<file path="src/tmr_defines.svh">
// Register offsets, control field positions, reset values and timing counts
`ifndef TMR_DEFINES_SVH
`define TMR_DEFINES_SVH

`define TMR_ADDR_W 6
`define TMR_ADDR_CNT_LO 6'h23
`define TMR_ADDR_CONTROL 6'h24
`define TMR_ADDR_CNT_HI 6'h27

`define TMR_CTL_WIDTH_BIT 7
`define TMR_CTL_CAP_EN_BIT 6
`define TMR_CTL_FILTER_BIT 5
`define TMR_CTL_EDGE_BIT 4
`define TMR_CTL_CTC_BIT 3
`define TMR_CTL_CS_MSB 2
`define TMR_CTL_CS_LSB 0

`define TMR_CONTROL_RESET 8'h00
`define TMR_COUNT_RESET 16'h0000
`define TMR_TEMP_RESET 8'h00

`define TMR_FILTER_SAMPLES 4
`define TMR_MAX8 8'hff
`define TMR_MAX16 16'hffff

`endif

</file>
<file path="src/tmr_pkg.sv">
// Types shared by the timer control and capture logic
package tmr_pkg;
  typedef enum logic [2:0] {
    TMR_CS_STOP = 3'h0,
    TMR_CS_DIV1 = 3'h1,
    TMR_CS_DIV8 = 3'h2,
    TMR_CS_DIV64 = 3'h3,
    TMR_CS_DIV256 = 3'h4,
    TMR_CS_DIV1024 = 3'h5,
    TMR_CS_EXT_FALL = 3'h6,
    TMR_CS_EXT_RISE = 3'h7
  } tmr_clk_sel_e;

  typedef logic [7:0] tmr_byte_t;
endpackage

</file>
<file path="src/tmr_capture_filter.sv">
// Capture pin noise filter and edge detector
`include "tmr_defines.svh"
module tmr_capture_filter
  import tmr_pkg::*;
#(
  parameter int SAMPLES = `TMR_FILTER_SAMPLES
) (
  input wire logic clk_sys_in,
  input wire logic rst_in,
  input wire logic ce_in,
  input wire logic capture_pin_in,
  input wire logic capture_noise_filter_in,
  input wire logic capture_edge_select_in,
  input wire logic capture_mode_enable_in,
  output logic capture_event_out
);
  logic [SAMPLES-1:0] sample_reg;
  logic filtered_reg;
  logic filtered_prev_reg;
  logic all_high;
  logic all_low;

  assign all_high = &sample_reg;
  assign all_low = ~|sample_reg;

  always_ff @(posedge clk_sys_in) begin
    if (rst_in) begin
      sample_reg <= '0;
    end else if (ce_in) begin
      sample_reg <= {sample_reg[SAMPLES-2:0], capture_pin_in};
    end
  end

  // With the filter on, filtered level moves only on a full run of equal samples; with it off it follows each sample
  always_ff @(posedge clk_sys_in) begin
    if (rst_in) begin
      filtered_reg <= 1'b0;
    end else if (ce_in) begin
      if (!capture_noise_filter_in) begin
        filtered_reg <= sample_reg[0];
      end else if (all_high) begin
        filtered_reg <= 1'b1;
      end else if (all_low) begin
        filtered_reg <= 1'b0;
      end
    end
  end

  always_ff @(posedge clk_sys_in) begin
    if (rst_in) begin
      filtered_prev_reg <= 1'b0;
      capture_event_out <= 1'b0;
    end else if (ce_in) begin
      filtered_prev_reg <= filtered_reg;
      capture_event_out <= capture_mode_enable_in &&
        (capture_edge_select_in ? (filtered_reg && !filtered_prev_reg)
                                : (!filtered_reg && filtered_prev_reg));
    end
  end
endmodule

</file>
<file path="src/tmr_timer1.sv">
// Timer/counter control, clock select, counter and shared temporary byte
// Notes on behaviour
// - Width bit one: 16-bit counter, compare A and B form one 16-bit value.
// - Capture-enable bit 6 set selects input capture mode.
// - Noise filter: filtered input changes after four equal samples.
// - Edge select zero captures falling edge, one captures rising edge.
// - Capture copies counter to capture register and sets capture flag.
// - Bit 3 selects normal counting or clear-on-compare counting, in 8-bit non-capture mode only.
// - Clock select: stop, undivided, /8, /64, /256, /1024, pin fall, pin rise.
// - External pin edges count even when the pin is driven as output.
// - Writing counter low byte blocks compare match on next timer tick.
// - Low byte reads and writes counter bits 7 to 0 directly.
// - 16-bit mode reaches high byte through one shared temporary byte.
// - Temporary byte keeps its value between accesses.
// - Low write loads temp and data together; low read copies high to temp.
// - Clear-on-compare mode clears counter on match with compare A.
// - Overflow flag sets in the tick where counter wraps from max to zero.
`include "tmr_defines.svh"
module tmr_timer1
  import tmr_pkg::*;
#(
  parameter int ADDR_W = `TMR_ADDR_W
) (
  input wire logic clk_sys_in,
  input wire logic rst_in,
  input wire logic ce_in,
  input wire logic [ADDR_W-1:0] addr_in,
  input wire logic wr_en_in,
  input wire logic rd_en_in,
  input wire logic [7:0] wdata_in,
  input wire logic [3:0] prescale_tick_in,
  input wire logic external_count_pin_in,
  input wire logic capture_pin_in,
  input wire logic [7:0] compare_register_a_in,
  input wire logic [7:0] compare_register_b_in,
  output logic [7:0] rdata_out,
  output logic [7:0] timer_control_out,
  output logic [15:0] count_out,
  output logic [7:0] temp_out,
  output logic [15:0] capture_value_out,
  output logic capture_flag_set_out,
  output logic overflow_flag_set_out,
  output logic compare_match_a_out,
  output logic compare_match_b_out
);
  logic [7:0] control_reg;
  logic [15:0] count_reg;
  logic [15:0] count_next;
  logic [7:0] temp_reg;
  logic ext_prev_reg;
  logic block_reg;
  logic tick;
  logic wide;
  logic cap_mode;
  logic ctc;
  logic wr_lo;
  logic wr_hi;
  logic wr_ctl;
  logic rd_lo;
  logic at_max;
  logic match_a;
  logic match_b;
  logic match_ok;
  logic capture_event;
  tmr_clk_sel_e clk_sel;

  function automatic logic addr_hit(input logic [ADDR_W-1:0] a, input logic [ADDR_W-1:0] b);
    return a == b;
  endfunction

  assign wide = control_reg[`TMR_CTL_WIDTH_BIT];
  assign cap_mode = control_reg[`TMR_CTL_CAP_EN_BIT];
  assign ctc = control_reg[`TMR_CTL_CTC_BIT] && !wide && !cap_mode;
  assign clk_sel = tmr_clk_sel_e'(control_reg[`TMR_CTL_CS_MSB:`TMR_CTL_CS_LSB]);
  assign wr_lo = wr_en_in && addr_hit(addr_in, ADDR_W'(`TMR_ADDR_CNT_LO));
  assign wr_hi = wr_en_in && addr_hit(addr_in, ADDR_W'(`TMR_ADDR_CNT_HI));
  assign wr_ctl = wr_en_in && addr_hit(addr_in, ADDR_W'(`TMR_ADDR_CONTROL));
  assign rd_lo = rd_en_in && addr_hit(addr_in, ADDR_W'(`TMR_ADDR_CNT_LO));

  // Timer tick from the selected source
  always_comb begin
    unique case (clk_sel)
      TMR_CS_STOP: tick = 1'b0;
      TMR_CS_DIV1: tick = 1'b1;
      TMR_CS_DIV8: tick = prescale_tick_in[0];
      TMR_CS_DIV64: tick = prescale_tick_in[1];
      TMR_CS_DIV256: tick = prescale_tick_in[2];
      TMR_CS_DIV1024: tick = prescale_tick_in[3];
      TMR_CS_EXT_FALL: tick = ext_prev_reg && !external_count_pin_in;
      TMR_CS_EXT_RISE: tick = !ext_prev_reg && external_count_pin_in;
    endcase
  end

  // Pin level is sampled regardless of its port direction
  always_ff @(posedge clk_sys_in) begin
    if (rst_in) begin
      ext_prev_reg <= 1'b0;
    end else if (ce_in) begin
      ext_prev_reg <= external_count_pin_in;
    end
  end

  assign at_max = wide ? (count_reg == `TMR_MAX16) : (count_reg[7:0] == `TMR_MAX8);
  assign match_a = wide ? (count_reg == {compare_register_b_in, compare_register_a_in})
                        : (count_reg[7:0] == compare_register_a_in);
  assign match_b = !wide && (count_reg[7:0] == compare_register_b_in);
  assign match_ok = tick && !block_reg && !cap_mode;

  always_ff @(posedge clk_sys_in) begin
    if (rst_in) begin
      control_reg <= `TMR_CONTROL_RESET;
    end else if (ce_in && wr_ctl) begin
      control_reg <= wdata_in;
    end
  end

  // Compare block from a low-byte write until the next tick has passed
  always_ff @(posedge clk_sys_in) begin
    if (rst_in) begin
      block_reg <= 1'b0;
    end else if (ce_in) begin
      if (wr_lo) begin
        block_reg <= 1'b1;
      end else if (tick) begin
        block_reg <= 1'b0;
      end
    end
  end

  always_comb begin
    count_next = count_reg;
    if (tick) begin
      if (ctc && match_a && !block_reg) begin
        count_next[7:0] = 8'h00;
      end else if (wide) begin
        count_next = count_reg + 16'h0001;
      end else begin
        count_next[7:0] = count_reg[7:0] + 8'h01;
      end
    end
    if (wr_hi && !wide) begin
      count_next[15:8] = wdata_in;
    end
    if (wr_lo) begin
      count_next = wide ? {temp_reg, wdata_in} : {count_reg[15:8], wdata_in};
    end
  end

  always_ff @(posedge clk_sys_in) begin
    if (rst_in) begin
      count_reg <= `TMR_COUNT_RESET;
    end else if (ce_in) begin
      count_reg <= count_next;
    end
  end

  // Shared temporary byte; holds between accesses
  always_ff @(posedge clk_sys_in) begin
    if (rst_in) begin
      temp_reg <= `TMR_TEMP_RESET;
    end else if (ce_in && wide) begin
      if (wr_hi) begin
        temp_reg <= wdata_in;
      end else if (rd_lo) begin
        temp_reg <= count_reg[15:8];
      end
    end
  end

  always_ff @(posedge clk_sys_in) begin
    if (rst_in) begin
      rdata_out <= 8'h00;
    end else if (ce_in && rd_en_in) begin
      if (addr_hit(addr_in, ADDR_W'(`TMR_ADDR_CNT_LO))) begin
        rdata_out <= count_reg[7:0];
      end else if (addr_hit(addr_in, ADDR_W'(`TMR_ADDR_CNT_HI))) begin
        rdata_out <= wide ? temp_reg : count_reg[15:8];
      end else if (addr_hit(addr_in, ADDR_W'(`TMR_ADDR_CONTROL))) begin
        rdata_out <= control_reg;
      end else begin
        rdata_out <= 8'h00;
      end
    end
  end

  tmr_capture_filter u_capture_filter (
    .clk_sys_in(clk_sys_in),
    .rst_in(rst_in),
    .ce_in(ce_in),
    .capture_pin_in(capture_pin_in),
    .capture_noise_filter_in(control_reg[`TMR_CTL_FILTER_BIT]),
    .capture_edge_select_in(control_reg[`TMR_CTL_EDGE_BIT]),
    .capture_mode_enable_in(cap_mode),
    .capture_event_out(capture_event)
  );

  // Event pulses and capture value
  always_ff @(posedge clk_sys_in) begin
    if (rst_in) begin
      capture_value_out <= 16'h0000;
      capture_flag_set_out <= 1'b0;
      overflow_flag_set_out <= 1'b0;
      compare_match_a_out <= 1'b0;
      compare_match_b_out <= 1'b0;
    end else if (ce_in) begin
      if (capture_event) begin
        capture_value_out <= wide ? count_reg : {8'h00, count_reg[7:0]};
      end
      capture_flag_set_out <= capture_event;
      // A clear-on-compare at max is also a wrap to zero
      overflow_flag_set_out <= tick && !wr_lo && at_max;
      compare_match_a_out <= match_ok && match_a;
      compare_match_b_out <= match_ok && match_b;
    end
  end

  always_ff @(posedge clk_sys_in) begin
    if (rst_in) begin
      timer_control_out <= `TMR_CONTROL_RESET;
      count_out <= `TMR_COUNT_RESET;
      temp_out <= `TMR_TEMP_RESET;
    end else begin
      timer_control_out <= control_reg;
      count_out <= count_reg;
      temp_out <= temp_reg;
    end
  end
endmodule

</file>
<file path="config.mk">
export PLATFORM = sky130hd
export DESIGN_NAME = tmr_timer1
export DESIGN_NICKNAME = d
export VERILOG_FILES = /design/src/tmr_pkg.sv /design/src/tmr_capture_filter.sv /design/src/tmr_timer1.sv
export VERILOG_INCLUDE_DIRS = /design/src /design/src/src
export SDC_FILE = /design/constraint.sdc
export NUM_CORES = 1
export LEC_CHECK = 0
export BUFFER_PORTS_ARGS = -buffer_cell sky130_fd_sc_hd__buf_2
export CORE_MARGIN = 1.5
export CORE_UTILIZATION = 59
export CTS_CLUSTER_SIZE = 28
export DETAILED_ROUTE_END_ITERATION = 6
export GPL_TIMING_DRIVEN = 1
export PLACE_DENSITY = 0.9
export SLEW_MARGIN = 10
export SYNTH_ARGS = -nofsm -noshare
export SYNTH_HDL_FRONTEND = slang
export SYNTH_SLANG_ARGS = --single-unit
</file>
<file path="constraint.sdc">
create_clock -name clk_sys_in -period 4.5 [get_ports clk_sys_in]
set_input_delay 1.35 -clock clk_sys_in [delete_from_list [all_inputs] [get_ports clk_sys_in]]
set_output_delay 1.35 -clock clk_sys_in [all_outputs]
set_load 0.01 [all_outputs]
</file>
==> results.sh, run 1 <==
export IMPL_status="finished, final reports clean"
export IMPL_seqPwrFrac_pct=52.8
export IMPL_layout_commonest_cell="dfxtp_1"
export IMPL_yosysWarnings=0
export IMPL_track_usage_pct=30.8
export IMPL_criticalPathCategory="in2reg"
export IMPL_seq_area_frac_synth_pct=43.4
export IMPL_synth_compound_area_share_pct=18.6
export IMPL_first_global_vias=4064
export IMPL_ir_worst_vdd_v=0.000213
export IMPL_hold_violations=0
export IMPL_dr_total_vias=4469
export IMPL_gp_congestion=0.922
export IMPL_drtIter0Drc=361
export IMPL_internal_power_mw=1.34
export IMPL_syn_nets=579
export IMPL_clkSlewWorstSetupHoldPaths_ns=0.10
export IMPL_fp_row_count=32
export IMPL_p_leak_nw=2.23
export IMPL_synth_xor_xnor_area_share_pct=4.70
export IMPL_min_period_ns=3.26
export IMPL_path_delay_family="simple AND/OR/NAND/NOR gates"
export IMPL_io_pins=101
export IMPL_relSlewSlack_pct=29.4
export IMPL_h_tree_depth=3
export IMPL_clock_path_buffers=2
export IMPL_dr_pass1_iters=5
export IMPL_crit_path_cell_trace="buf_2 > nand4_1 > nor2_1 > o211a_1 > nor2_1 > a311oi_1"
export IMPL_start_kind="input pin"
export IMPL_cp_arrival_ns=3.54
export IMPL_async_flop_share_pct=0
export IMPL_drt_total_wl_um=13000
export IMPL_maxSlewViolCount=0
export IMPL_grt_max_degree=50
export IMPL_utilization_pct=69.8
export IMPL_initial_core_util_pct=60.7
export IMPL_die_height_um=91.9
export IMPL_hpwl_um=9080
export IMPL_ctsHoldBuffers=0
export IMPL_slowest_delay_ns=0.58
export IMPL_clock_skew_ns=0.00820
export IMPL_p_clk_share_pct=39.5
export IMPL_path_buf_inv=1
export IMPL_die_area_sq_mm=0.00845
export IMPL_setup_viol=0
export IMPL_yosys_register_bits=101
export IMPL_die_w_um=91.9
export IMPL_p_comb_share_pct=7.7
export IMPL_cts_tree="done"
export IMPL_antenna_found_initial=0
export IMPL_p_switching_mw=0.409
export IMPL_cap_violations=0
export IMPL_hp_class="reg2reg"
export IMPL_synth_edf_count=0
export IMPL_clk_latency_ns=0.36
export IMPL_cts_sinks=101
export IMPL_vias_per_cell=6.24
export IMPL_synth_area_mux_share_pct=4.51
export IMPL_holdWs_ns=0.468
export IMPL_cts_root_buf="clkbuf_8"
export IMPL_avgSynthCellArea_sq_um=8.68
export IMPL_crit_required_ns=4.77
export IMPL_synth_simple_area_share_pct=23.7
export IMPL_fmax_mhz=306
export IMPL_cp_slowest_cell="nor2_1"
export IMPL_drc=0
export IMPL_wl_per_cell_um=18.1
export IMPL_n_fill_cell=641
export IMPL_synthAdderAreaFrac_pct=0.268
export IMPL_portBuffers=100
export IMPL_drive_gt1_share_pct=21.0
export IMPL_cts_buffers=9
export IMPL_fin_crit_sh_pct=72.5
export IMPL_fin_nets=651
export IMPL_area_delta_synth_final_pct=15.1
export IMPL_tightest_slew_ns=1.05
export IMPL_postCtsSetupRepairBufs=0
export IMPL_netlist_area_sq_mm=0.00466
export IMPL_mostFrequentLayoutCells="101 x dfxtp_1, 100 x buf_2, 76 x nor2_1"
export IMPL_num_antenna_cells=0
export IMPL_grt_first_pass_wirelength_um=20300
export IMPL_cp_max_fo=28
export IMPL_ant_nets=0
export IMPL_tns_ns=0
export IMPL_grt_setup_unrepaired="false"
export IMPL_cp_common_cell="nor2_1"
export IMPL_grt_overflow_total=0
export IMPL_synth_distinct_cells=61
export IMPL_cp_end_kind="register"
export IMPL_p_sw_share_pct=23.4
export IMPL_power_total_mw=1.75
export IMPL_syn_inst=537
export IMPL_synth_top_family_by_area="simple AND/OR/NAND/NOR gates"
export IMPL_core_area_sq_mm=0.00769
export IMPL_synthFlopType="dfxtp_1"
export IMPL_power_density_mw_per_mm2=326
export IMPL_cts_resized=0
-- worst min-delay path, delay by kind of cell, from the launching register on --
kind | cells | cell delay, ns
AO/OA/AOI/OAI | 1 | 0.05
AND/OR/NAND/NOR | 1 | 0.06
flip-flops | 1 | 0.32
-- per-stage QoR --
| stage | instances | area (sq um) | setup slack (ns) |
|---|---|---|---|
| after detailed placement | 700 | 5120 | 0.898 |
| final | 716 | 5370 | 1.24 |
| after floorplan | 537 | 4660 | 1.57 |
| after global placement | 700 | 5120 | 1.02 |
| after CTS | 716 | 5370 | 1.28 |
| after global routing | 716 | 5370 | 0.889 |
-- layer usage --
| metal | part of all wire, % | global-route usage (%) | vias up |
|---|---|---|---|
| met5 | 0 | 0 | - |
| li1 | - | - | 2074 |
| met4 | 3.9 | 15.6 | 0 |
| met1 | 42 | 41.3 | 2041 |
| met2 | 44 | 46.8 | 308 |
| met3 | 10 | 6.38 | 46 |
-- path summary, 6_finish.rpt --
kind	start	to	slack, ns	cells after the start
worst min register to register	compare_match_b_out$_SDFFE_PP0P_	compare_match_b_out$_SDFFE_PP0P_	0.47	2
worst max register to register	count_reg[2]$_SDFFE_PP0P_	count_reg[2]$_SDFFE_PP0P_	2.00	5
worst max-delay path	addr_in[2]	temp_reg[6]$_SDFFE_PP0P_	1.24	6
worst min-delay path	compare_match_b_out$_SDFFE_PP0P_	compare_match_b_out$_SDFFE_PP0P_	0.47	2
-- synthesized netlist by cell type, types with 3 or more instances --
| library cell | number | share of area [%] |
|---|---|---|
| o21ai_0 | 19 | 2.0 |
| o22a_1 | 8 | 1.5 |
| nor2b_1 | 25 | 3.4 |
| a2bb2oi_1 | 4 | 0.75 |
| nor3b_1 | 4 | 0.64 |
| nand2_1 | 25 | 2.0 |
| a211oi_1 | 3 | 0.48 |
| nor2_1 | 76 | 6.1 |
| nand2b_1 | 4 | 0.54 |
| xnor2_1 | 7 | 1.3 |
| nor3_1 | 13 | 1.4 |
| a21oi_1 | 36 | 3.9 |
| xor2_1 | 18 | 3.4 |
| buf_1 | 4 | 0.32 |
| inv_1 | 11 | 0.89 |
| and3_1 | 5 | 0.67 |
| a41oi_1 | 3 | 0.56 |
| a221oi_1 | 8 | 1.5 |
| clkbuf_1 | 21 | 1.7 |
| and4_1 | 3 | 0.56 |
| buf_2 | 13 | 1.4 |
| nor4_1 | 7 | 0.94 |
| o22ai_1 | 3 | 0.40 |
| and2_1 | 3 | 0.40 |
| dfxtp_1 | 101 | 43 |
| mux2i_1 | 21 | 4.5 |
| a311oi_1 | 6 | 1.1 |
| a31oi_1 | 9 | 1.2 |
| nand3_1 | 20 | 2.1 |
| nand4_1 | 14 | 1.9 |
-- cell type report --
cell class	count	area [sq um]	area share, %
clock buffers	10	138	2.56
clock inverters	6	109	2.03
inverters	11	41.3	0.769
multi-input cells	384	2410	45.0
flip-flops and latches	101	2020	37.7
well taps	102	128	2.38
repair buffers	102	515	9.60
-- power by group through the flow --
stage | sequential [mW] | clock, mW | combinational (mW)
detailed placement | 0.944 | 0 | 0.130
finish | 0.924 | 0.692 | 0.134
global route | 0.926 | 0.738 | 0.144
floorplan | 0.934 | 0 | 0.0870
CTS | 0.923 | 0.699 | 0.131
global placement | 0.943 | 0 | 0.125
-- cells by family after synthesis --
logic type | Yosys count
buffers and inverters | 52
xor gates and xnor gates | 25
and+or+nand+nor | 213
AOI/OAI and AO/OA | 124
DFF | 101
adders and majority gates | 1
muxes | 21
(Power assumes the default switching activity.)
==> inputs of run 2 (changes only) <==
- CORE_UTILIZATION: 59 -> 54
- PLACE_DENSITY: 0.9 -> 0.83
- clock period: 4.5 -> 3.4 ns (I/O delays scaled with it)
==> run 2 against run 1 <==
Worst setup slack got worse by 0.46 ns. Via count decreased by 0.63%. Flip-flop and latch count unchanged. Clock power increased by 8.1%. Sequential share of layout area decreased by 0.088 points. Wire length about the same. Combinational power increased by 34%. Core utilization decreased by 5.0 points. Clock skew increased by 0.00097 ns. Global-route usage decreased by 1.8 points. Critical path type unchanged. Highest routed layer unchanged.
==> results.sh, run 2 (same netlist as run 1, synthesis figures left out) <==
export IMPL_ant_nets=0
export IMPL_cp_end_kind="register"
export IMPL_area_delta_synth_final_pct=15.4
export IMPL_crit_path_cell_trace="buf_2 > or3b_1 > nor4_1 > o211a_1 > nor2_1 > a311oi_1"
export IMPL_drt_total_wl_um=12900
export IMPL_cts_resized=0
export IMPL_first_global_vias=3954
export IMPL_cap_violations=0
export IMPL_fin_cells=727
export IMPL_maxSlewViolCount=0
export IMPL_tightest_slew_ns=0.813
export IMPL_seq_area_sq_mm=0.00202
export IMPL_power_density_mw_per_mm2=399
export IMPL_dr_pass1_iters=6
export IMPL_multiInputGateArea_sq_mm=0.00241
export IMPL_fin_nets=659
export IMPL_clock_skew_ns=0.00916
export IMPL_n_fill_cell=738
export IMPL_fp_row_count=33
export IMPL_cp_max_fo=16
export IMPL_drtIter0Drc=427
export IMPL_clkSlewWorstSetupHoldPaths_ns=0.10
export IMPL_cts_sinks=101
export IMPL_io_pins=101
export IMPL_fin_crit_sh_pct=77.1
export IMPL_criticalPathCategory="in2reg"
export IMPL_initial_core_util_pct=56.2
export IMPL_dr_total_vias=4441
export IMPL_cts_buffers=9
export IMPL_min_period_ns=2.62
export IMPL_cts_root_buf="clkbuf_8"
export IMPL_antenna_found_initial=0
export IMPL_hp_class="reg2reg"
export IMPL_cp_arrival_ns=2.90
export IMPL_grt_setup_unrepaired="false"
export IMPL_vias_per_cell=6.11
export IMPL_slowest_delay_ns=0.62
export IMPL_hold_violations=0
export IMPL_layout_commonest_cell="dfxtp_1"
export IMPL_setup_viol=0
export IMPL_die_w_um=95.9
export IMPL_dpl_cell_count=711
export IMPL_fmax_mhz=382
export IMPL_hpwl_um=9320
export IMPL_grt_overflow_total=0
export IMPL_cp_slowest_cell="or3b_1"
export IMPL_grt_max_degree=29
export IMPL_postCtsSetupRepairBufs=0
export IMPL_mostFrequentLayoutCells="101 x dfxtp_1, 100 x buf_2, 76 x nor2_1"
export IMPL_clk_latency_ns=0.37
export IMPL_grt_first_pass_wirelength_um=20300
export IMPL_start_kind="input pin"
export IMPL_num_antenna_cells=0
export IMPL_path_delay_family="simple AND/OR/NAND/NOR gates"
export IMPL_track_usage_pct=29.0
export IMPL_ctsHoldBuffers=0
export IMPL_clock_path_buffers=2
export IMPL_relSlewSlack_pct=45.3
export IMPL_cts_tree="done"
export IMPL_drc=0
export IMPL_p_leak_nw=2.23
export IMPL_path_buf_inv=1
export IMPL_drive_gt1_share_pct=22.0
export IMPL_die_height_um=95.9
export IMPL_h_tree_depth=3
export IMPL_gp_congestion=1.02
export IMPL_crit_required_ns=3.68
export IMPL_status="finished, final reports clean"
export IMPL_tns_ns=0
export IMPL_portBuffers=100
export IMPL_core_area_sq_mm=0.00830
export IMPL_wl_per_cell_um=17.8
export IMPL_ir_worst_vdd_v=0.000243
export IMPL_die_area_sq_mm=0.00920
-- run 2: cell types whose count changed in the layout (fill, tap and decap cells not counted) --
cell,previous run,this run
clkbuf_8,10,11
clkinv_2,2,0
bufinv_16,3,0
buf_4,2,10
clkinvlp_4,0,2
clkinv_4,0,2
inv_6,1,0
inv_8,0,1
-- run 2: worst paths after layout --
kind / from / endpoint / slack [ns] / cells past startpoint
max: addr_in[3] / temp_reg[3]$_SDFFE_PP0P_ / 0.78 / 6
min: compare_match_b_out$_SDFFE_PP0P_ / compare_match_b_out$_SDFFE_PP0P_ / 0.48 / 2
min reg2reg: compare_match_b_out$_SDFFE_PP0P_ / compare_match_b_out$_SDFFE_PP0P_ / 0.48 / 2
max reg2reg: count_reg[0]$_SDFFE_PP0P_ / count_reg[2]$_SDFFE_PP0P_ / 1.04 / 5
-- run 2: worst min-delay path, stage by stage (launching register included) --
cell and delay (ns):
dfxtp_1 0.33, nand2_1 0.06, a21oi_1 0.05
-- run 2: layer usage --
layer	part of all wire, %	vias up	track usage [%]	routed length [um]
met3	9.7	32	5.29	1250
met5	0	-	0	0
met4	2.5	0	11.5	318
met1	43	2046	40.2	5610
met2	45	277	44.2	5760
li1	-	2086	-	-
-- run 2: report_power, final --
group	total, mW	switching [mW]	leakage, nW	internal (mW)
sequential	1.22	0.0235	0.816	1.20
combinational	0.179	0.109	1.32	0.0702
clock	0.748	0.434	0.0937	0.314
-- run 2: layout make-up --
cell class | instances | area share [%]
clock buffers | 11 | 2.81
clock inverters | 5 | 0.814
inverters | 11 | 0.767
multi-input cells | 384 | 44.9
flip-flops and latches | 101 | 37.6
well taps | 105 | 2.44
repair buffers | 110 | 10.7
-- run 2: metrics by stage --
stage | utilization [%] | area (sq um) | setup WS, ns | hold slack [ns] | power [mW]
finish | 64.8 | 5380 | 0.780 | 0.481 | 2.15
global route | 64.8 | 5380 | 0.629 | 0.506 | 2.23
CTS | 64.8 | 5380 | 0.786 | 0.486 | 2.15
detailed placement | 62.5 | 5180 | 0.396 | 0.461 | 1.42
global placement | 62.5 | 5180 | 0.498 | 0.446 | 1.42
floorplan | - | 4660 | 0.797 | 0.436 | 1.35
==> inputs of run 3 (changes only) <==
- ABC_AREA: not set -> 1
- CORE_UTILIZATION: 54 -> 55
- PLACE_DENSITY: 0.83 -> 0.84
- clock period: 3.4 -> 2.5 ns (I/O delays scaled with it)
==> run 3 against run 2 <==
Cell area up 3.4%. Register-to-register slack worse by 0.40 ns. Via count up 12%. First-iteration DRC count up 12%. Combinational power up 22%. Critical path type unchanged. Sequential share of layout area down 1.3 points. Cell count up 24%. Flip-flop and latch count unchanged.
==> results.sh, run 3 <==
export IMPL_status="finished, final reports clean"
export IMPL_cts_tree="done"
export IMPL_mostFrequentLayoutCells="159 x nand2_1, 101 x dfxtp_1, 100 x buf_2"
export IMPL_maxSlewViolCount=0
export IMPL_io_pins=101
export IMPL_power_density_mw_per_mm2=532
export IMPL_grt_max_degree=58
export IMPL_synth_most_common_cell="nand2_1"
export IMPL_die_area_sq_mm=0.00927
export IMPL_dr_pass1_iters=6
export IMPL_hold_violations=0
export IMPL_num_antenna_cells=0
export IMPL_min_period_ns=1.94
export IMPL_clkSlewWorstSetupHoldPaths_ns=0.10
export IMPL_drtIter0Drc=480
export IMPL_seq_area_frac_synth_pct=42.2
export IMPL_layout_commonest_cell="nand2_1"
export IMPL_ant_nets=0
export IMPL_p_comb_share_pct=7.4
export IMPL_core_area_sq_mm=0.00834
export IMPL_cts_sinks=101
export IMPL_p_clk_share_pct=37.1
export IMPL_drc=0
export IMPL_clock_skew_ns=0.0145
export IMPL_synth_top_family_by_area="simple AND/OR/NAND/NOR gates"
export IMPL_syn_nets=745
export IMPL_die_w_um=96.3
export IMPL_tns_ns=0
export IMPL_fin_nets=836
export IMPL_portBuffers=100
export IMPL_start_kind="input pin"
export IMPL_dr_total_vias=4978
export IMPL_synth_xor_xnor_area_share_pct=3.29
export IMPL_grt_setup_unrepaired="false"
export IMPL_first_global_vias=4329
export IMPL_synth_area_mux_share_pct=0
export IMPL_seqPwrFrac_pct=55.6
export IMPL_postCtsSetupRepairBufs=0
export IMPL_wl_per_cell_um=16.4
export IMPL_p_sw_share_pct=26.0
export IMPL_fp_row_count=33
export IMPL_fin_crit_sh_pct=77.4
export IMPL_cp_end_kind="register"
export IMPL_crit_required_ns=2.76
export IMPL_synth_common_cells="159 x nand2_1, 101 x dfxtp_1, 94 x nor2_1"
export IMPL_setup_viol=0
export IMPL_clock_path_buffers=2
export IMPL_clk_latency_ns=0.38
export IMPL_grt_first_pass_wirelength_um=22700
export IMPL_die_height_um=96.3
export IMPL_synth_edf_count=0
export IMPL_synthAdderAreaFrac_pct=0.261
export IMPL_hpwl_um=11300
export IMPL_yosys_top_cells_area="dfxtp_1 42%, nand2_1 12%, nor2_1 7.4%"
export IMPL_grt_overflow_total=0
export IMPL_synth_compound_area_share_pct=14.0
export IMPL_cp_max_fo=14
export IMPL_ir_worst_vdd_v=0.000305
export IMPL_internal_power_mw=2.19
export IMPL_fmax_mhz=517
export IMPL_ctsHoldBuffers=0
export IMPL_avgSynthCellArea_sq_um=6.81
export IMPL_synthFlopType="dfxtp_1"
export IMPL_async_flop_share_pct=0
export IMPL_cts_buffers=9
export IMPL_yosys_register_bits=101
export IMPL_criticalPathCategory="in2reg"
export IMPL_drt_total_wl_um=14800
export IMPL_cap_violations=0
export IMPL_antenna_found_initial=0
export IMPL_p_switching_mw=0.771
export IMPL_synth_simple_area_share_pct=30.7
export IMPL_p_leak_nw=2.58
export IMPL_cts_root_buf="clkbuf_8"
export IMPL_initial_core_util_pct=57.4
export IMPL_drive_gt1_share_pct=17.8
export IMPL_syn_inst=703
export IMPL_power_total_mw=2.96
export IMPL_cp_arrival_ns=2.20
export IMPL_yosysTopAreaCellShare_pct=42.2
export IMPL_tightest_slew_ns=0.676
export IMPL_area_delta_synth_final_pct=16.3
export IMPL_gp_congestion=0.970
export IMPL_n_fill_cell=784
export IMPL_cts_resized=0
export IMPL_track_usage_pct=33.2
export IMPL_h_tree_depth=3
export IMPL_hp_class="reg2reg"
export IMPL_relSlewSlack_pct=54.9
export IMPL_vias_per_cell=5.51
export IMPL_yosysWarnings=0
export IMPL_synth_distinct_cells=31
export IMPL_yosysTopAreaCell="dfxtp_1"
export IMPL_netlist_area_sq_mm=0.00479
-- run 3: power by group through the flow --
stage	logic, mW	registers [mW]	clock network [mW]
after floorplan	0.113	1.69	0
after global placement	0.208	1.68	0
after detailed placement	0.214	1.68	0
after CTS	0.214	1.65	1.10
after global routing	0.240	1.65	1.17
final	0.218	1.65	1.10
-- run 3: logic make-up (layout without fill, tap and decap cells) --
| family | Yosys count | count (layout) |
|---|---|---|
| and+or+nand+nor | 341 | 341 |
| AOI/OAI and AO/OA | 127 | 127 |
| buffers and inverters | 115 | 211 |
| DFF | 101 | 101 |
| xor gates and xnor gates | 18 | 18 |
| adders and majority gates | 1 | 1 |
-- run 3: worst paths after layout --
path         slack, ns  depth (start not counted)                                 to                         startpoint
max reg2reg       0.64                          8          count_reg[5]$_SDFFE_PP0P_          count_reg[6]$_SDFFE_PP0P_
min               0.47                          2  capture_value_out[9]$_SDFFE_PP0P_  capture_value_out[9]$_SDFFE_PP0P_
max               0.56                          9          count_reg[1]$_SDFFE_PP0P_                         addr_in[4]
min reg2reg       0.47                          2  capture_value_out[9]$_SDFFE_PP0P_  capture_value_out[9]$_SDFFE_PP0P_
-- run 3: layer usage --
metal  vias to the layer above  GRT usage [%]  wire length, um
met2                       278           54.2             6930
met5                         -              0                0
met4                         0           9.93              275
met3                        27           6.71             1400
li1                       2427              -                -
met1                      2246           44.0             6240
-- run 3: cell type report --
cell class,instances,area [sq um],area share [%]
Clock buffer,9,124,2.23
Clock inverter,7,77.6,1.39
Inverter,87,328,5.89
Multi-Input combinational cell,487,2310,41.5
Sequential cell,101,2020,36.3
Tap cell,105,131,2.36
Timing Repair Buffer,108,573,10.3
-- run 3: stage by stage --
stage               std cells  area [sq um]  hold WS, ns  setup WS, ns  util (%)
floorplan                 703          4790        0.434         0.678         -
global placement          888          5360        0.446         0.270      64.3
detailed placement        888          5360        0.453         0.215      64.3
CTS                       904          5570        0.468         0.597      66.7
global route              904          5570        0.484         0.380      66.7
finish                    904          5570        0.467         0.564      66.7
-- run 3: worst max-delay path, cell delays in order --
cell and delay (ns):
buf_2 0.09, inv_1 0.07, nand2_1 0.05, nor2_1 0.23, nand3_2 0.22, inv_1 0.38, nor2_1 0.21, nand3_1 0.12
a21oi_1 0.08
